**src/pkg/smc_regs.vh**
```
// Register map, field positions and decode constants of the system memory controller
`ifndef SMC_REGS_VH
`define SMC_REGS_VH
`define SMC_OFF_REMAP 8'h00
`define SMC_OFF_STATUS 8'h04
`define SMC_OFF_ADDR 8'h08
`define SMC_BIT_TOGGLE 0
`define SMC_REG_RESET 32'h00000000
`define SMC_REGION_INT 4'h0
`define SMC_REGION_PERIPH 4'hf
`define SMC_REGION_BITS 31:28
`define SMC_SLOT_BITS 27:20
`define SMC_ST_UNDEF 0
`define SMC_ST_MISAL 1
`define SMC_ST_SIZE 9:8
`define SMC_ST_TYPE 11:10
`define SMC_ST_LAST 18:16
`define SMC_ST_SAVED 26:24
`define SMC_SLOT_ALIAS 8'h00
`define SMC_SLOT_FLASH 8'h01
`define SMC_SLOT_SRAM 8'h02
`define SMC_SLOT_ROM 8'h03
`define SMC_SIZE_BYTE 2'h0
`define SMC_SIZE_HALF 2'h1
`define SMC_SIZE_WORD 2'h2
`define SMC_TYPE_READ 2'h0
`define SMC_TYPE_WRITE 2'h1
`define SMC_TYPE_FETCH 2'h2
`define SMC_TGT_NONE 3'h0
`define SMC_TGT_FLASH 3'h1
`define SMC_TGT_SRAM 3'h2
`define SMC_TGT_ROM 3'h3
`define SMC_TGT_PERIPH 3'h4
`define SMC_MST_ETH 2'h0
`define SMC_MST_DMA 2'h1
`define SMC_MST_CPU 2'h2
`define SMC_MST_NONE 2'h3
`endif

```
**src/hdl/smc_arbiter.v**
```verilog
// Fixed priority arbiter for the three bus masters
`timescale 1ns/10ps
module smc_arbiter (
  // Clock and reset
  input wire sysClk,
  input wire reset,
  // Requests and transfer boundary
  input wire [2:0] request,
  input wire transferDone,
  // Grant
  output reg [1:0] owner,
  output reg ownerValid
);
`include "smc_regs.vh"

  reg [1:0] next_owner;

  // Priority pick: ethernet, then dma, then cpu
  always @* begin
    next_owner = `SMC_MST_NONE;
    // RULE2: fixed priority order
    if (request[0]) begin
      next_owner = `SMC_MST_ETH;
    end else if (request[1]) begin
      next_owner = `SMC_MST_DMA;
    end else if (request[2]) begin
      next_owner = `SMC_MST_CPU;
    end
  end

  // Grant held until transfer boundary
  always @(posedge sysClk) begin
    if (reset) begin
      owner <= `SMC_MST_NONE;
      ownerValid <= 1'b0;
    // RULE24: re-arbitrate at boundary
    end else if (transferDone) begin
      // Release in the done cycle so a finished master is not granted again
      owner <= `SMC_MST_NONE;
      ownerValid <= 1'b0;
    end else if (!ownerValid) begin
      owner <= next_owner;
      ownerValid <= |request;
    end
  end
endmodule // smc_arbiter

```
**src/hdl/smc_decoder.v**
```verilog
// Address decoder and misalignment detector
`timescale 1ns/10ps
module smc_decoder (
  // Access
  input wire [31:0] addr,
  input wire [1:0] size,
  input wire [1:0] accType,
  input wire [1:0] master,
  input wire remapped,
  // Result
  output reg [2:0] target,
  output reg undefinedHit,
  output reg misaligned
);
`include "smc_regs.vh"

  // Region and slot decode
  always @* begin
    target = `SMC_TGT_NONE;
    undefinedHit = 1'b0;
    // RULE3: region by bits 31:28
    if (addr[`SMC_REGION_BITS] == `SMC_REGION_INT) begin
      // RULE5: slot by bits 27:20
      case (addr[`SMC_SLOT_BITS])
        // RULE9: slot zero alias
        `SMC_SLOT_ALIAS: target = remapped ? `SMC_TGT_SRAM : `SMC_TGT_FLASH;
        // RULE7: fixed slot assignment
        `SMC_SLOT_FLASH: target = `SMC_TGT_FLASH;
        `SMC_SLOT_SRAM: target = `SMC_TGT_SRAM;
        `SMC_SLOT_ROM: target = `SMC_TGT_ROM;
        // RULE8: internal hole aborts
        default: undefinedHit = 1'b1;
      endcase
    // RULE25: topmost region peripherals
    end else if (addr[`SMC_REGION_BITS] == `SMC_REGION_PERIPH) begin
      target = `SMC_TGT_PERIPH;
    end else begin
      // RULE4: undefined region aborts
      undefinedHit = 1'b1;
    end
  end

  // Alignment check, cpu fetch exempt
  always @* begin
    misaligned = 1'b0;
    // RULE19: skip cpu fetches
    if (!(master == `SMC_MST_CPU && accType == `SMC_TYPE_FETCH)) begin
      // RULE18: word and half alignment
      if (size == `SMC_SIZE_WORD) begin
        misaligned = |addr[1:0];
      end else if (size == `SMC_SIZE_HALF) begin
        misaligned = addr[0];
      end
    end
  end
endmodule // smc_decoder

```
**src/hdl/smc_controller.v**
```verilog
// System bus memory controller: arbitration, decode, remap, abort status, APB registers
// Operation
// RULE1: Only little-endian accesses; masters issue little-endian transfers.
// RULE2: Fixed grant priority: ethernet, then dma, then processor.
// RULE3: Bits 31:28 pick internal, peripheral, or one of fourteen undefined regions.
// RULE4: Accesses to undefined 256-Mbyte regions are aborted.
// RULE5: Eight more bits pick 1-Mbyte slots inside internal region.
// RULE6: Each memory answers across its whole slot, mirrored.
// RULE7: Slot 1 flash, 2 SRAM, 3 ROM; slot 4 upward aborts.
// RULE8: Undefined internal addresses abort to the issuing master.
// RULE9: Slot 0 aliases flash, or SRAM when remapped.
// RULE10: Writing one to toggle bit inverts remap; zero does nothing.
// RULE11: Remap cleared at reset; two toggles restore reset map.
// RULE12: Abort indication goes to all masters.
// RULE13: Only the processor acts on abort, while accessing.
// RULE14: Full 32-bit address of each aborted access is captured.
// RULE15: Size, type, cause and source of each abort recorded.
// RULE16: Per-master saved flag for aborts not in last-source bits.
// RULE17: Processor data abort captures the data address.
// RULE18: Misaligned word or half-word accesses abort and are cancelled.
// RULE19: Processor instruction fetches skip alignment check.
// RULE20: Size code 0 byte, 1 half, 2 word.
// RULE21: Type code 0 read, 1 write, 2 fetch.
// RULE22: Status bit layout 0,1,9:8,11:10,18:16,26:24.
// RULE23: New abort overwrites fields; status read clears saved flags.
// RULE24: Arbiter switches only at transfer boundaries.
// RULE25: Peripheral region is 0xF0000000 upward, forwarded to peripheral bus.
`timescale 1ns/10ps
module smc_controller #(
  parameter FLASH_AW = 18,
  parameter SRAM_AW = 16,
  parameter ROM_AW = 14
) (
  // Clock and reset
  input wire sysClk,
  input wire reset,
  // APB slave
  input wire psel,
  input wire penable,
  input wire pwrite,
  input wire [31:0] paddr,
  input wire [31:0] pwdata,
  output reg [31:0] prdata,
  output reg pready,
  output reg pslverr,
  // Ethernet master
  input wire ethReq,
  input wire [31:0] ethAddr,
  input wire [1:0] ethSize,
  input wire ethWrite,
  input wire [31:0] ethWdata,
  // DMA master
  input wire dmaReq,
  input wire [31:0] dmaAddr,
  input wire [1:0] dmaSize,
  input wire dmaWrite,
  input wire [31:0] dmaWdata,
  // Processor master
  input wire cpuReq,
  input wire [31:0] cpuAddr,
  input wire [1:0] cpuSize,
  input wire [1:0] cpuType,
  input wire [31:0] cpuWdata,
  // Answers to the masters
  output reg [2:0] grant,
  output reg busDone,
  output reg busAbort,
  output reg [31:0] busRdata,
  // Shared memory and peripheral port
  output reg flashSel,
  output reg sramSel,
  output reg romSel,
  output reg periphSel,
  output reg [31:0] memAddr,
  output reg [1:0] memSize,
  output reg memWrite,
  output reg [31:0] memWdata,
  input wire [31:0] memRdata,
  input wire memReady,
  // Remap state
  output reg remapped
);
`include "smc_regs.vh"

  // Internal state
  reg busy;
  reg [31:0] abortAddr;
  reg undefinedFlag;
  reg misalignedFlag;
  reg [1:0] abortSize;
  reg [1:0] abortType;
  reg [2:0] lastSrc;
  reg [2:0] savedSrc;
  reg [1:0] selMaster;
  reg [31:0] selAddr;
  reg [1:0] selSize;
  reg [1:0] selType;
  reg [31:0] selWdata;
  reg [31:0] regRead;
  reg [31:0] statusWord;
  reg lastFresh;
  wire [2:0] abortOneHot;
  wire statusRead;
  wire [2:0] unreadPrev;
  wire [1:0] owner;
  wire ownerValid;
  wire [2:0] target;
  wire undefinedHit;
  wire misaligned;
  wire apbAccess;
  wire transferDone;
  wire abortNow;

  // One-hot of a master code
  function [2:0] master_bit;
    input [1:0] code;
    begin
      case (code)
        `SMC_MST_ETH: master_bit = 3'h1;
        `SMC_MST_DMA: master_bit = 3'h2;
        `SMC_MST_CPU: master_bit = 3'h4;
        default: master_bit = 3'h0;
      endcase
    end
  endfunction

  // Mirror address within a memory of given width
  function [31:0] mirror;
    input [31:0] a;
    input integer aw;
    begin
      mirror = a & ((32'h1 << aw) - 32'h1);
    end
  endfunction

  smc_arbiter u_arbiter (
    .sysClk(sysClk),
    .reset(reset),
    .request({cpuReq, dmaReq, ethReq}),
    .transferDone(transferDone),
    .owner(owner),
    .ownerValid(ownerValid)
  );

  // Select the granted master's request
  always @* begin
    selMaster = owner;
    selAddr = cpuAddr;
    selSize = cpuSize;
    selType = cpuType;
    selWdata = cpuWdata;
    case (owner)
      `SMC_MST_ETH: begin
        selAddr = ethAddr;
        selSize = ethSize;
        selType = ethWrite ? `SMC_TYPE_WRITE : `SMC_TYPE_READ;
        selWdata = ethWdata;
      end
      `SMC_MST_DMA: begin
        selAddr = dmaAddr;
        selSize = dmaSize;
        selType = dmaWrite ? `SMC_TYPE_WRITE : `SMC_TYPE_READ;
        selWdata = dmaWdata;
      end
      default: begin
        selAddr = cpuAddr;
      end
    endcase
  end

  smc_decoder u_decoder (
    .addr(selAddr),
    .size(selSize),
    .accType(selType),
    .master(selMaster),
    .remapped(remapped),
    .target(target),
    .undefinedHit(undefinedHit),
    .misaligned(misaligned)
  );

  // An access aborts on decode miss or misalignment; none starts in the done cycle
  assign abortNow = ownerValid && !busy && !busDone && (undefinedHit || misaligned);
  // Boundary is the done cycle, the master drops its request only at the end of it
  assign transferDone = busDone;
  assign abortOneHot = master_bit(selMaster);

  // Bus sequencing toward memories and answers
  always @(posedge sysClk) begin
    if (reset) begin
      busy <= 1'b0;
      grant <= 3'h0;
      busDone <= 1'b0;
      busAbort <= 1'b0;
      busRdata <= `SMC_REG_RESET;
      flashSel <= 1'b0;
      sramSel <= 1'b0;
      romSel <= 1'b0;
      periphSel <= 1'b0;
      memAddr <= `SMC_REG_RESET;
      memSize <= `SMC_SIZE_BYTE;
      memWrite <= 1'b0;
      memWdata <= `SMC_REG_RESET;
    end else begin
      busDone <= 1'b0;
      busAbort <= 1'b0;
      grant <= (ownerValid && !busDone) ? master_bit(owner) : 3'h0;
      if (busy) begin
        if (memReady) begin
          busy <= 1'b0;
          busDone <= 1'b1;
          busRdata <= memRdata;
          flashSel <= 1'b0;
          sramSel <= 1'b0;
          romSel <= 1'b0;
          periphSel <= 1'b0;
        end
      end else if (abortNow) begin
        // RULE12: abort to all masters
        // RULE18: access cancelled
        busAbort <= 1'b1;
        busDone <= 1'b1;
      end else if (ownerValid && !busDone) begin
        busy <= 1'b1;
        flashSel <= target == `SMC_TGT_FLASH;
        sramSel <= target == `SMC_TGT_SRAM;
        romSel <= target == `SMC_TGT_ROM;
        periphSel <= target == `SMC_TGT_PERIPH;
        // RULE6: mirror within slot
        case (target)
          `SMC_TGT_FLASH: memAddr <= mirror(selAddr, FLASH_AW);
          `SMC_TGT_SRAM: memAddr <= mirror(selAddr, SRAM_AW);
          `SMC_TGT_ROM: memAddr <= mirror(selAddr, ROM_AW);
          default: memAddr <= selAddr;
        endcase
        memSize <= selSize;
        memWrite <= selType == `SMC_TYPE_WRITE;
        // RULE1: little-endian pass-through
        memWdata <= selWdata;
      end
    end
  end

  assign apbAccess = psel && penable;
  // Status read at the access edge; previous abort still unread
  assign statusRead = apbAccess && !pwrite && paddr[7:0] == `SMC_OFF_STATUS;
  assign unreadPrev = (lastFresh ? lastSrc : 3'h0) & ~abortOneHot;

  // Remap toggle register
  always @(posedge sysClk) begin
    if (reset) begin
      // RULE11: cleared at reset
      remapped <= 1'b0;
    // RULE10: one toggles remap
    end else if (apbAccess && pwrite && paddr[7:0] == `SMC_OFF_REMAP
        && pwdata[`SMC_BIT_TOGGLE]) begin
      remapped <= ~remapped;
    end
  end

  // Abort status capture
  always @(posedge sysClk) begin
    if (reset) begin
      abortAddr <= `SMC_REG_RESET;
      undefinedFlag <= 1'b0;
      misalignedFlag <= 1'b0;
      abortSize <= `SMC_SIZE_BYTE;
      abortType <= `SMC_TYPE_READ;
      lastSrc <= 3'h0;
      savedSrc <= 3'h0;
      lastFresh <= 1'b0;
    end else begin
      if (abortNow) begin
        // RULE14: full address captured
        // RULE17: data address stored
        abortAddr <= selAddr;
        // RULE15: cause, size, type, source
        // RULE23: fields overwritten
        undefinedFlag <= undefinedHit;
        misalignedFlag <= misaligned;
        // RULE20: size code
        abortSize <= selSize;
        // RULE21: type code
        abortType <= selType;
        lastSrc <= abortOneHot;
      end
      // Last abort unread until status read, set beats clear
      if (abortNow) begin
        lastFresh <= 1'b1;
      end else if (statusRead) begin
        lastFresh <= 1'b0;
      end
      // RULE16: saved flags, set beats clear
      if (statusRead) begin
        savedSrc <= abortNow ? unreadPrev : 3'h0;
      end else if (abortNow) begin
        savedSrc <= savedSrc | unreadPrev;
      end
    end
  end

  // Status word layout
  always @* begin
    statusWord = `SMC_REG_RESET;
    // RULE22: field positions
    statusWord[`SMC_ST_UNDEF] = undefinedFlag;
    statusWord[`SMC_ST_MISAL] = misalignedFlag;
    statusWord[`SMC_ST_SIZE] = abortSize;
    statusWord[`SMC_ST_TYPE] = abortType;
    statusWord[`SMC_ST_LAST] = lastSrc;
    statusWord[`SMC_ST_SAVED] = savedSrc;
    case (paddr[7:0])
      `SMC_OFF_STATUS: regRead = statusWord;
      `SMC_OFF_ADDR: regRead = abortAddr;
      default: regRead = `SMC_REG_RESET;
    endcase
  end

  // APB answer: one access cycle, no wait
  always @(posedge sysClk) begin
    if (reset) begin
      prdata <= `SMC_REG_RESET;
      pready <= 1'b0;
      pslverr <= 1'b0;
    end else begin
      pready <= psel && !penable;
      pslverr <= 1'b0;
      if (psel && !penable) begin
        prdata <= pwrite ? `SMC_REG_RESET : regRead;
        pslverr <= !(paddr[7:0] == `SMC_OFF_REMAP || paddr[7:0] == `SMC_OFF_STATUS
            || paddr[7:0] == `SMC_OFF_ADDR);
      end
    end
  end
endmodule // smc_controller

```
**config.mk**
```make
export PLATFORM = sky130hd
export DESIGN_NAME = smc_controller
export DESIGN_NICKNAME = d
export VERILOG_FILES = /design/src/hdl/smc_arbiter.v /design/src/hdl/smc_decoder.v /design/src/hdl/smc_controller.v
export VERILOG_INCLUDE_DIRS = /design/src /design/src/pkg
export SDC_FILE = /design/constraint.sdc
export NUM_CORES = 1
export LEC_CHECK = 0
export BUFFER_PORTS_ARGS = -buffer_cell sky130_fd_sc_hd__clkbuf_2
export CAP_MARGIN = 15
export CORE_AREA = 2 2 173 175
export DETAILED_ROUTE_END_ITERATION = 8
export DIE_AREA = 0 0 175 177
export GPL_ROUTABILITY_DRIVEN = 0
export PLACE_DENSITY = 0.57
export SYNTH_ARGS = -nofsm -noshare
export SYNTH_HDL_FRONTEND = slang
export SYNTH_HIERARCHICAL = 1
export SYNTH_SLANG_ARGS = --single-unit
```
**constraint.sdc**
```tcl
create_clock -name sysClk -period 5.5 [get_ports sysClk]
set_input_delay 1.1 -clock sysClk [delete_from_list [all_inputs] [get_ports sysClk]]
set_output_delay 1.1 -clock sysClk [all_outputs]
set_load 0.005 [all_outputs]
```
* Yosys cells after proc, flatten, opt, wreduce, memory -nomap -nowiden
Cells that the tools add are included.
Storage, ports and cells: register bits 192, input port bits 307, output and inout port bits 143, word-level logic and storage cells 139
Operators by class: equality and inequality tests 18, multiplexer cells 50, bitwise gates (word level) 8, reductions and logical operators 36
Operators with widths (count):
- case mux 32 bit (2 select lines) | 3
- case mux 32 bit (3 select lines) | 1
- two-way mux 1 bit | 32
- two-way mux 32 bit | 1
- two-way mux 3 bit | 6
- equality test 8 x 2 -> 1 bit, second input constant | 2
- zero test 8 bit | 2
- logical AND 1 bit | 12
- case mux 3 bit (4 select lines) | 1
- OR reduction 2 bit | 5
- case mux 3 bit (3 select lines) | 1
- equality test 8 x 1 -> 1 bit, second input constant | 1
- equality test 8 x 3 -> 1 bit, second input constant | 1
- equality test 8 x 4 -> 1 bit, second input constant | 1
- case mux 2 bit (2 select lines) | 2
- equality test 2 x 1 -> 1 bit, second input constant | 3
- equality test 2 bit, second input constant | 3
- equality test 3 x 2 -> 1 bit, second input constant | 2
- two-way mux 2 bit | 3
- AND reduction 3 bit | 2
- zero test 1 bit | 5
- inverter 1 bit | 5
- equality test 4 bit, second input constant | 1
- zero test 4 bit | 1
- other kinds (12) | 16

* Logic depth before layout (Yosys ltp)
Gate-level depths: netlist (run 1).
word-level depth 10, mapped depth 15, depth with buffers taken out 11

* Modules after synthesis
The synthesis (run 1) kept the hierarchy.
Modules (own cells, without submodules):
- smc_controller | times used 1, cells each 953, area each 7896.3 µm², seq. area each 3783.6 µm²
- smc_arbiter | times used 1, cells each 11, area each 113.9 µm², seq. area each 60.1 µm²
- smc_decoder | times used 1, cells each 14, area each 113.9 µm², seq. area each 0.0 µm²

* Worst setup path after synthesis (run 1)
OpenSTA, ideal clock, no wires.
path kind input to register, start input dmaAddr[28], end register memAddr[22], library setup time 0.070 ns, data arrival time 3.527 ns, data required time 5.430 ns, slack 1.903 ns, stages on the path 12, path buffers 2, cell sequence mux2i_1 > nor2_1 > a21oi_1 > inv_1 > or4_4 > nor4_4 > nor2_1 > or2_1 > or4_1 > buf_2 > buf_6 > o2bb2ai_1
On the way: longest elaborated chain between the ends 8, elaborated cells on any way between the ends 15, classes of those cells eq/ne (4); mux (6); bitwise (1); reduce/logical (4)
Ends and longest elaborated chain:
- start, declared | RTL line smc_controller.v:54 | input wire [31:0] dmaAddr,
- case mux 32 bit (2 select lines) * | RTL line smc_controller.v:152 | case (owner)
- named net selAddr[28] | RTL line smc_controller.v:95 | reg [31:0] selAddr;
- equality test 4 bit (no source line)
- two-way mux 1 bit | RTL line smc_decoder.v:35 | end else if (addr[`SMC_REGION_BITS] == `SMC_REGION_PERIPH) begin
- two-way mux 1 bit * | RTL line smc_decoder.v:22 | if (addr[`SMC_REGION_BITS] == `SMC_REGION_INT) begin
- named net undefinedHit | RTL line smc_controller.v:108 | wire undefinedHit;
- logical OR 1 bit * | RTL line smc_controller.v:183 | assign abortNow = ownerValid && !busy && !busDone && (undefinedHit || misaligned);
- logical AND 1 bit * | RTL line smc_controller.v:183
- inverter 1 bit (no source line) *
- AND reduction 3 bit (no source line) *
- end signal, assigned | RTL line smc_controller.v:200 | memAddr <= `SMC_REG_RESET;
- end signal, assigned | RTL line smc_controller.v:231 | `SMC_TGT_FLASH: memAddr <= mirror(selAddr, FLASH_AW);
- end signal, assigned | RTL line smc_controller.v:232 | `SMC_TGT_SRAM: memAddr <= mirror(selAddr, SRAM_AW);
- end, declared | RTL line smc_controller.v:74 | output reg [31:0] memAddr,
Mark *: on every way through the listed nets, which the timed path passes. The rest lies on a longest branch. A chain may end at the register's enable or synchronous reset.

* Worst setup path in the final report (run 1)
start register u_arbiter.owner[0], end register memAddr[28]
On the way: elaborated cells on any way between the ends 35, classes of those cells eq/ne (12); mux (13); bitwise (1); reduce/logical (9)
RTL lines:
- start, declared | RTL line smc_arbiter.v:11 | output reg [1:0] owner,
- start signal, assigned | RTL line smc_arbiter.v:34 | owner <= `SMC_MST_NONE;
- start signal, assigned | RTL line smc_arbiter.v:39 | owner <= `SMC_MST_NONE;
- start signal, assigned | RTL line smc_arbiter.v:42 | owner <= next_owner;
- equality test 2 x 1 -> 1 bit or zero test 2 bit (tied branches) | RTL line smc_controller.v:152
- case mux 32 bit (2 select lines) * | RTL line smc_controller.v:152
- named net selAddr[29] | RTL line smc_controller.v:95
- equality test 4 bit (no source line)
- two-way mux 1 bit | RTL line smc_decoder.v:35
- two-way mux 1 bit * | RTL line smc_decoder.v:22
- named net undefinedHit | RTL line smc_controller.v:108
- logical OR 1 bit * | RTL line smc_controller.v:183
- logical AND 1 bit * | RTL line smc_controller.v:183
- inverter 1 bit (no source line) *
- AND reduction 3 bit (no source line) *
Marks and branches as above.

==> results.cfg, run 1 <==
[sta]
fin_tns_setup_ns = 0
skew_ns = 0.0138
finalCritPeriodShare_pct = 73.4
rsz0062_at_grt = false
max_freq_mhz = 248
hold_viol = 0
worstMarginPinSlew_ns = 1.02
period_minus_slack_ns = 4.04
slew_headroom_pct = 31.7
finalSetupViolCount = 0
drv_slew = 0

[setup_path]
critPathCaptureType = register
max_stage_delay_ns = 0.68
crit_path_frequent_cell = nor2_1
critPathArrivalTime_ns = 4.32
cp_max_fo = 30
worstPathCellList = mux2i_1 > nor2_1 > a21oi_1 > inv_1 > or4_4 > nor4_4 > nor2_1 > or2_1 > nor2_4 > buf_4 > nor2_1 > buf_4 > o2bb2ai_1
cp_slowest_cell = dfxtp_4
path_class = reg2reg
critical_path_required_ns = 5.79
cp-start-kind = register
path_delay_family = simple AND/OR/NAND/NOR gates
path_buf_inv = 3

[place]
dpl.cell_count = 1693
dp_hpwl_um = 21200
numPortBuffers = 394

[outcome]
status = finished, final reports clean

[die]
num_io_pins = 450
core_region_area_sq_mm = 0.0292
start_util_pct = 27.6
dieArea_sq_mm = 0.0310
die_h_um = 177
rows = 63
die_w_um = 175

[route]
wl_per_cell_um = 16.4
met3_length_um = 1860
wl_met2_um = 14200
top_layer = met4
drtIter0Drc = 360
met1_length_um = 11700
vias_per_cell = 4.65
vias = 8017
first_pass_iters = 6
wl_um = 28300
ant_nets = 0
drcViolationCount = 0

[clock_network]
root_buffer = clkbuf_16
clk_pin_slew_ns = 0.08
cts_resized = 0
cts.path.max_buffers = 2
cts_tree = done
clock_latency_ns = 0.43
post_cts_buffers = 0
hold_buffers = 0
cts.htree.levels = 4
clkSinkCount = 192
numCtsBuffers = 17

[worst_hold_path]
min_path_type = reg2reg

[grt]
grt_overflow = 0
antenna_found_initial = 0
grt_pass1_wl_um = 42500
grt_max_degree = 93
grtUsageTotal_pct = 17.7
first_global_vias = 7583

[logic_synthesis]
synthCells = 964
syn_area_sq_mm = 0.00807
avgSynthCellArea_sq_um = 8.37
synth_warnings = 6
synth_nets = 1271

[final_layout]
n_antenna_cell = 0
fin_nets = 1629
layout-drive-gt1-share_pct = 34.4
area_growth_syn_to_layout_pct = 35.8
fillCellCount = 3092
stdcell_count = 1725

[power]
peakVddDrop_mv = 0.144
p_per_area_mw_per_mm2 = 290
p_leak_nw = 5.17

[job]
maxCapViolCount = 0
[metrics by stage]
step	hold WS, ns	cell area [sq um]	util, %	setup WS [ns]	power, W
floorplan	0.436	8070	-	1.90	0.00172
CTS	0.457	11000	37.5	1.43	0.00324
global route	0.470	11000	37.5	1.14	0.00333
global placement	0.441	10300	35.4	1.11	0.00192
finish	0.454	11000	37.5	1.46	0.00318
detailed placement	0.446	10300	35.4	1.12	0.00192
[power by group]
part	total [W]	internal, W	switching, W	leakage (nW)
registers	0.00147	0.00143	0.0000445	1.55
clock network	0.00130	0.000698	0.000604	0.302
logic	0.000407	0.000177	0.000231	3.31
total	0.00318	0.00230	0.000879	5.17
[layout make-up]
type | count | area, sq um | share of cell area [%]
well taps | 390 | 488 | 4.45
repair buffers | 412 | 2110 | 19.2
flip-flops and latches | 192 | 3850 | 35.1
multi-input cells | 679 | 3820 | 34.9
clock inverters | 14 | 185 | 1.69
inverters | 20 | 75.1 | 0.685
clock buffers | 18 | 429 | 3.92
[tightest hold or removal path, stage by stage, from the launching register on]
cell and delay, ns:
dfxtp_1 0.31, nand2_1 0.05, a21oi_1 0.05
[worst paths after layout]
path                                                       from                         to  slack, ns  depth (start not counted)
worst min register to register        memWdata[22]$_SDFFE_PP0P_  memWdata[22]$_SDFFE_PP0P_       0.45                          2
worst max register to register  u_arbiter/owner[0]$_SDFFE_PP1N_   memAddr[28]$_SDFFE_PP0P_       1.46                         13
worst max-delay path            u_arbiter/owner[0]$_SDFFE_PP1N_   memAddr[28]$_SDFFE_PP0P_       1.46                         13
worst min-delay path                  memWdata[22]$_SDFFE_PP0P_  memWdata[22]$_SDFFE_PP0P_       0.45                          2
[state kept, by name, summed over array words and instances, names as in the netlist, 2 cells and up]
name,cells
busRdata,32
memSize,2
prdata,32
savedSrc,3
memWdata,32
abortType,2
abortSize,2
memAddr,32
abortAddr,32
grant,3
lastSrc,3
u_arbiter/owner,2
[cell usage in the layout (no fill, tap or decap), drive strengths merged, types with 2 or more instances in the layout]
cell       n
mux2i     67
and4b      2
o22ai     46
o2bb2ai   14
a32o       3
and2      14
nor2      47
nor4       4
nand2b     5
inv       29
o311ai     2
clkbuf   411
a221o     12
nand3b     5
bufinv     2
a21oi    118
o21a       2
nor2b      3
nand3     11
buf       19
o21ai     37
or4        4
clkinv     3
or2        3
a22o      20
dfxtp    192
nor3       2
nand2    244
or3        3
[layer usage]
metal	vias to the layer above	GRT usage (%)
met3	28	4.45
met5	-	0
li1	4050	-
met4	0	4.55
met1	3652	20.7
met2	287	32.3
Note: power is estimated with default switching activity, not from simulation.
==> inputs of run 2 (changes only) <==
CORE_AREA = 2 2 174 176   (was 2 2 173 175)
DIE_AREA = 0 0 176 178   (was 0 0 175 177)
PLACE_DENSITY = 0.56   (was 0.57)
clock period = 3.9 ns   (was 5.5 ns; I/O delays follow)
==> run 2 against run 1 <==
- first-iteration DRC count shrank 0.56%
- cell count grew 0.75%
- via count grew 0.65%
- count of clock-buffer cells in the layout shrank 1
- non-clock buffer count grew 13
- largest power group unchanged
- sequential power grew 41%
- critical path depth shrank 1
==> results.cfg, run 2 (synthesized netlist as in run 1, its figures left out) <==
[die]
die_w_um = 176
start_util_pct = 27.5
core_region_area_sq_mm = 0.0294
dieArea_sq_mm = 0.0313
rows = 63
die_h_um = 178
num_io_pins = 450

[route]
vias = 8069
vias_per_cell = 4.64
wl_um = 29100
wl_per_cell_um = 16.8
first_pass_iters = 7
drtIter0Drc = 358
ant_nets = 0
drcViolationCount = 0

[grt]
first_global_vias = 7766
grt_overflow = 0
grt_max_degree = 67
grt_pass1_wl_um = 43100
grtUsageTotal_pct = 18.0
antenna_found_initial = 0

[setup_path]
cp_slowest_cell = dfxtp_4
max_stage_delay_ns = 0.66
path_class = reg2reg
critical_path_required_ns = 4.26
critPathCaptureType = register
worstPathCellList = mux2i_1 > nor2_1 > a21oi_1 > buf_4 > inv_1 > or4_4 > nor4_4 > nor2_1 > or2_1 > or4_1 > buf_4 > o2bb2ai_1
cp_max_fo = 24
critPathArrivalTime_ns = 3.95
cp-start-kind = register

[outcome]
status = finished, final reports clean

[power]
p_seq_share_pct = 46.3
power_w = 0.00447
p_per_area_mw_per_mm2 = 404
netSwitchingFraction_pct = 29.4
clkPwrFrac_pct = 40.3
peakVddDrop_mv = 0.238
p_leak_nw = 5.22
p_sw_w = 0.00132
power_frac_comb_pct = 13.4
intPower_w = 0.00316

[sta]
finalCritPeriodShare_pct = 91.9
max_freq_mhz = 279
skew_ns = 0.0120
finalSetupViolCount = 0
rsz0062_at_grt = false
slew_headroom_pct = 35.8
hold_viol = 0
worstMarginPinSlew_ns = 0.961
drv_slew = 0
fin_tns_setup_ns = 0
period_minus_slack_ns = 3.58

[final_layout]
fillCellCount = 3080
regArea_sq_mm = 0.00385
fin_nets = 1642
n_antenna_cell = 0
final_area_sq_mm = 0.0111
multiInputGateArea_sq_mm = 0.00382
layout_commonest_cell = clkbuf_2
final_cell_mix = 393 x clkbuf_2, 243 x nand2_1, 190 x dfxtp_1, 117 x a21oi_1, 67 x mux2i_1
area_growth_syn_to_layout_pct = 37.2
layout-drive-gt1-share_pct = 35.2

[clock_network]
root_buffer = clkbuf_16
cts_tree = done
hold_buffers = 0
clk_pin_slew_ns = 0.08
cts.path.max_buffers = 2
post_cts_buffers = 0
clock_latency_ns = 0.43
numCtsBuffers = 17
cts_resized = 0
cts.htree.levels = 4
clkSinkCount = 192

[place]
dp_hpwl_um = 22000
numPortBuffers = 394
place_area_sq_mm = 0.0105

[worst_hold_path]
min_path_type = reg2reg

[job]
maxCapViolCount = 0
[run 2: worst max-delay path: cells and delay by family, from the launching register on]
family / cells / cell delay (ns)
AND/OR/NAND/NOR: 6 / 1.84
flip-flops: 1 / 0.66
buffers and inverters: 3 / 0.43
AO/OA/AOI/OAI: 2 / 0.32
multiplexers: 1 / 0.24
[run 2: final cells by class]
class | count | share of cell area, %
Clock inverter | 15 | 1.70
Clock buffer | 17 | 3.84
Tap cell | 390 | 4.41
Timing Repair Buffer | 425 | 20.0
Inverter | 20 | 0.678
Multi-Input combinational cell | 679 | 34.5
Sequential cell | 192 | 34.8
[run 2: power groups by stage]
stage | Clock [W] | Sequential (W) | Combinational (W)
after floorplan | 0 | 0.00208 | 0.000347
after global placement | 0 | 0.00212 | 0.000604
after detailed placement | 0 | 0.00212 | 0.000608
after CTS | 0.00186 | 0.00207 | 0.000610
after global routing | 0.00193 | 0.00208 | 0.000668
final | 0.00180 | 0.00207 | 0.000600
[run 2: layer usage]
layer  wire [um]  vias up  global-route usage [%]
met5           0        -                       0
met4         488        0                    4.72
met3        1840       26                    3.84
met2       14800      290                    33.5
met1       12000     3670                    20.8
li1            -     4083                       -
[run 2: per-stage QoR]
stage,hold WS [ns],utilization (%),cells,setup slack [ns]
floorplan,0.436,-,964,0.623
global placement,0.442,35.6,1706,0.133
detailed placement,0.445,35.6,1706,0.142
CTS,0.457,37.6,1738,0.203
global route,0.473,37.7,1738,0.119
finish,0.456,37.7,1738,0.316
[run 2: path summary, 6_finish.rpt]
path,endpoint,slack [ns],depth (start not counted),startpoint
setup / recovery,memAddr[23]$_SDFFE_PP0P_,0.32,12,u_arbiter/owner[0]$_SDFFE_PP1N_
hold / removal,memWdata[5]$_SDFFE_PP0P_,0.46,2,memWdata[5]$_SDFFE_PP0P_
setup reg to reg,memAddr[23]$_SDFFE_PP0P_,0.32,12,u_arbiter/owner[0]$_SDFFE_PP1N_
hold reg to reg,memWdata[5]$_SDFFE_PP0P_,0.46,2,memWdata[5]$_SDFFE_PP0P_
==> inputs of run 3 (changes only) <==
PLACE_DENSITY = default   (was 0.56)
==> run 3 against run 2 <==
- wire length down 1.9%
- highest routed layer is now met5
- worst setup slack better by 0.017 ns
- cell count up 0.40%
- critical path type unchanged
- register-to-register slack better by 0.02 ns
- sequential share of layout area down 0.18 points
- combinational power up 3%
- clock skew up 0.0041 ns
- flip-flop and latch count unchanged
- total power about the same
==> results.cfg, run 3 (synthesized netlist as in run 1, its figures left out) <==
[setup_path]
critPathArrivalTime_ns = 3.92
r2r_setup_slack_ns = 0.33
cp_max_fo = 17
rr_endpoint = memAddr[30]$_SDFFE_PP0P_
cp_slowest_cell = dfxtp_4
path_buf_inv = 3
cp-start-kind = register
critical_path_required_ns = 4.25
path_delay_family = simple AND/OR/NAND/NOR gates
regToRegStartpoint = u_arbiter/owner[0]$_SDFFE_PP1N_
path_class = reg2reg
worstPathCellList = mux2i_1 > nor2_1 > a21oi_1 > buf_4 > inv_1 > or4_4 > nor4_4 > nor2_1 > or2_1 > or4_1 > buf_4 > o2bb2ai_1
max_stage_delay_ns = 0.58
critPathCaptureType = register
reg2reg_depth = 12

[place]
numPortBuffers = 394
dp_hpwl_um = 21600
pre_cts_slack_ns = 0.170

[route]
ant_nets = 0
wl_um = 28600
drcViolationCount = 0
drtIter0Drc = 453
first_pass_iters = 7
vias = 8132
vias_per_cell = 4.66
wl_per_cell_um = 16.4

[die]
core_region_area_sq_mm = 0.0294
die_w_um = 176
die_h_um = 178
start_util_pct = 27.5
num_io_pins = 450
rows = 63
dieArea_sq_mm = 0.0313

[clock_network]
root_buffer = clkbuf_16
cts_tree = done
clock_latency_ns = 0.44
clk_pin_slew_ns = 0.08
post_cts_buffers = 0
numCtsBuffers = 17
cts.path.max_buffers = 2
cts.htree.levels = 4
clkSinkCount = 192

[sta]
drv_slew = 0
slew_headroom_pct = 37.1
skew_ns = 0.0160
fin_tns_setup_ns = 0
setup_slack_ns = 0.334
max_freq_mhz = 280
period_minus_slack_ns = 3.57
worstMarginPinSlew_ns = 0.941
hold_viol = 0
finalSetupViolCount = 0
rsz0062_at_grt = false
finalCritPeriodShare_pct = 91.4

[power]
intPower_w = 0.00316
p_leak_nw = 5.27
p_sw_w = 0.00130
clkPwrFrac_pct = 39.9
p_seq_share_pct = 46.3
peakVddDrop_mv = 0.227
netSwitchingFraction_pct = 29.2
p_per_area_mw_per_mm2 = 401
power_frac_comb_pct = 13.8

[worst_hold_path]
min_to = memWdata[25]$_SDFFE_PP0P_
holdPathStages = 2
hold_start = memWdata[25]$_SDFFE_PP0P_
min_path_type = reg2reg

[grt]
grtUsageTotal_pct = 17.8
first_global_vias = 7716
grt_max_degree = 77
antenna_found_initial = 1
grt_pass1_wl_um = 42800
grt_overflow = 0

[job]
maxCapViolCount = 0

[final_layout]
fin_nets = 1649
n_antenna_cell = 0
layout_commonest_cell = clkbuf_2
final_cell_mix = 393 x clkbuf_2, 243 x nand2_1, 190 x dfxtp_1, 117 x a21oi_1, 67 x mux2i_1
layout-drive-gt1-share_pct = 35.5
area_growth_syn_to_layout_pct = 37.9

[outcome]
status = finished, final reports clean
==> run 3: cell types whose count changed in the layout (fill, tap and decap cells not counted) <==
cell | before | now
buf_12 | 1 | 2
buf_4 | 31 | 37
clkinv_8 | 6 | 4
clkinvlp_4 | 1 | 0
inv_6 | 4 | 5
inv_8 | 2 | 4
==> run 3: worst register-to-register path: cells and delay by family, from the launching register on <==
| family | cells | cell delay (ns) |
|---|---|---|
| buffers and inverters | 3 | 0.44 |
| AOI/OAI and AO/OA | 2 | 0.33 |
| and+or+nand+nor | 6 | 1.85 |
| muxes | 1 | 0.28 |
| DFF | 1 | 0.58 |
==> run 3: cell type report <==
cell class                 instances  area [sq um]
fill                            3020         18300
timing repair buffer             432          2280
multi-input combinational        679          3820
inverter                          20          75.1
clock buffer                      17           425
clock inverter                    15           179
tap                              390           488
sequential                       192          3850
==> run 3: how the worst max path moves through the flow <==
stage | from | endpoint | slack (ns) | cells after the start
final | u_arbiter/owner[0]$_SDFFE_PP1N_ | memAddr[30]$_SDFFE_PP0P_ | 0.33 | 12
after floorplan | dmaAddr[28] | memAddr[22]$_SDFFE_PP0P_ | 0.62 | 12
after CTS | u_arbiter/owner[0]$_SDFFE_PP1N_ | memAddr[30]$_SDFFE_PP0P_ | 0.25 | 14
after global routing | u_arbiter/owner[0]$_SDFFE_PP1N_ | memAddr[30]$_SDFFE_PP0P_ | 0.13 | 12
after global placement | dmaAddr[31] | memAddr[29]$_SDFFE_PP0P_ | 0.23 | 13
after detailed placement | dmaAddr[31] | memAddr[30]$_SDFFE_PP0P_ | 0.17 | 13
==> run 3: per-layer routing <==
layer | part of all wire (%) | GRT usage [%]
met4 | 2.0 | 5.37
met5 | 0.045 | 0
met1 | 40 | 20.5
met2 | 51 | 32.5
met3 | 7.0 | 4.24
==> run 3: power by group through the flow <==
| stage | sequential, W | clock (W) | combinational [W] |
|---|---|---|---|
| floorplan | 0.00208 | 0 | 0.000347 |
| detailed placement | 0.00212 | 0 | 0.000622 |
| finish | 0.00207 | 0.00178 | 0.000616 |
| global route | 0.00208 | 0.00191 | 0.000686 |
| global placement | 0.00211 | 0 | 0.000616 |
| CTS | 0.00207 | 0.00183 | 0.000624 |
==> run 3: per-stage QoR <==
step	total power [W]	util (%)	hold WS, ns	instance area (sq um)	std cells
2_1_floorplan	0.00243	-	0.436	8070	964
3_3_place_gp	0.00273	35.8	0.441	10500	1713
3_5_place_dp	0.00274	35.8	0.446	10500	1713
4_1_cts	0.00453	37.8	0.457	11100	1745
5_1_grt	0.00467	37.8	0.474	11100	1745
6_report	0.00447	37.8	0.457	11100	1745
==> run 3: repair_timing <==
item,4_1_cts,5_1_grt
hold buffers,0,0
gates resized for setup,0,1
endpoints found under the setup margin,0,9
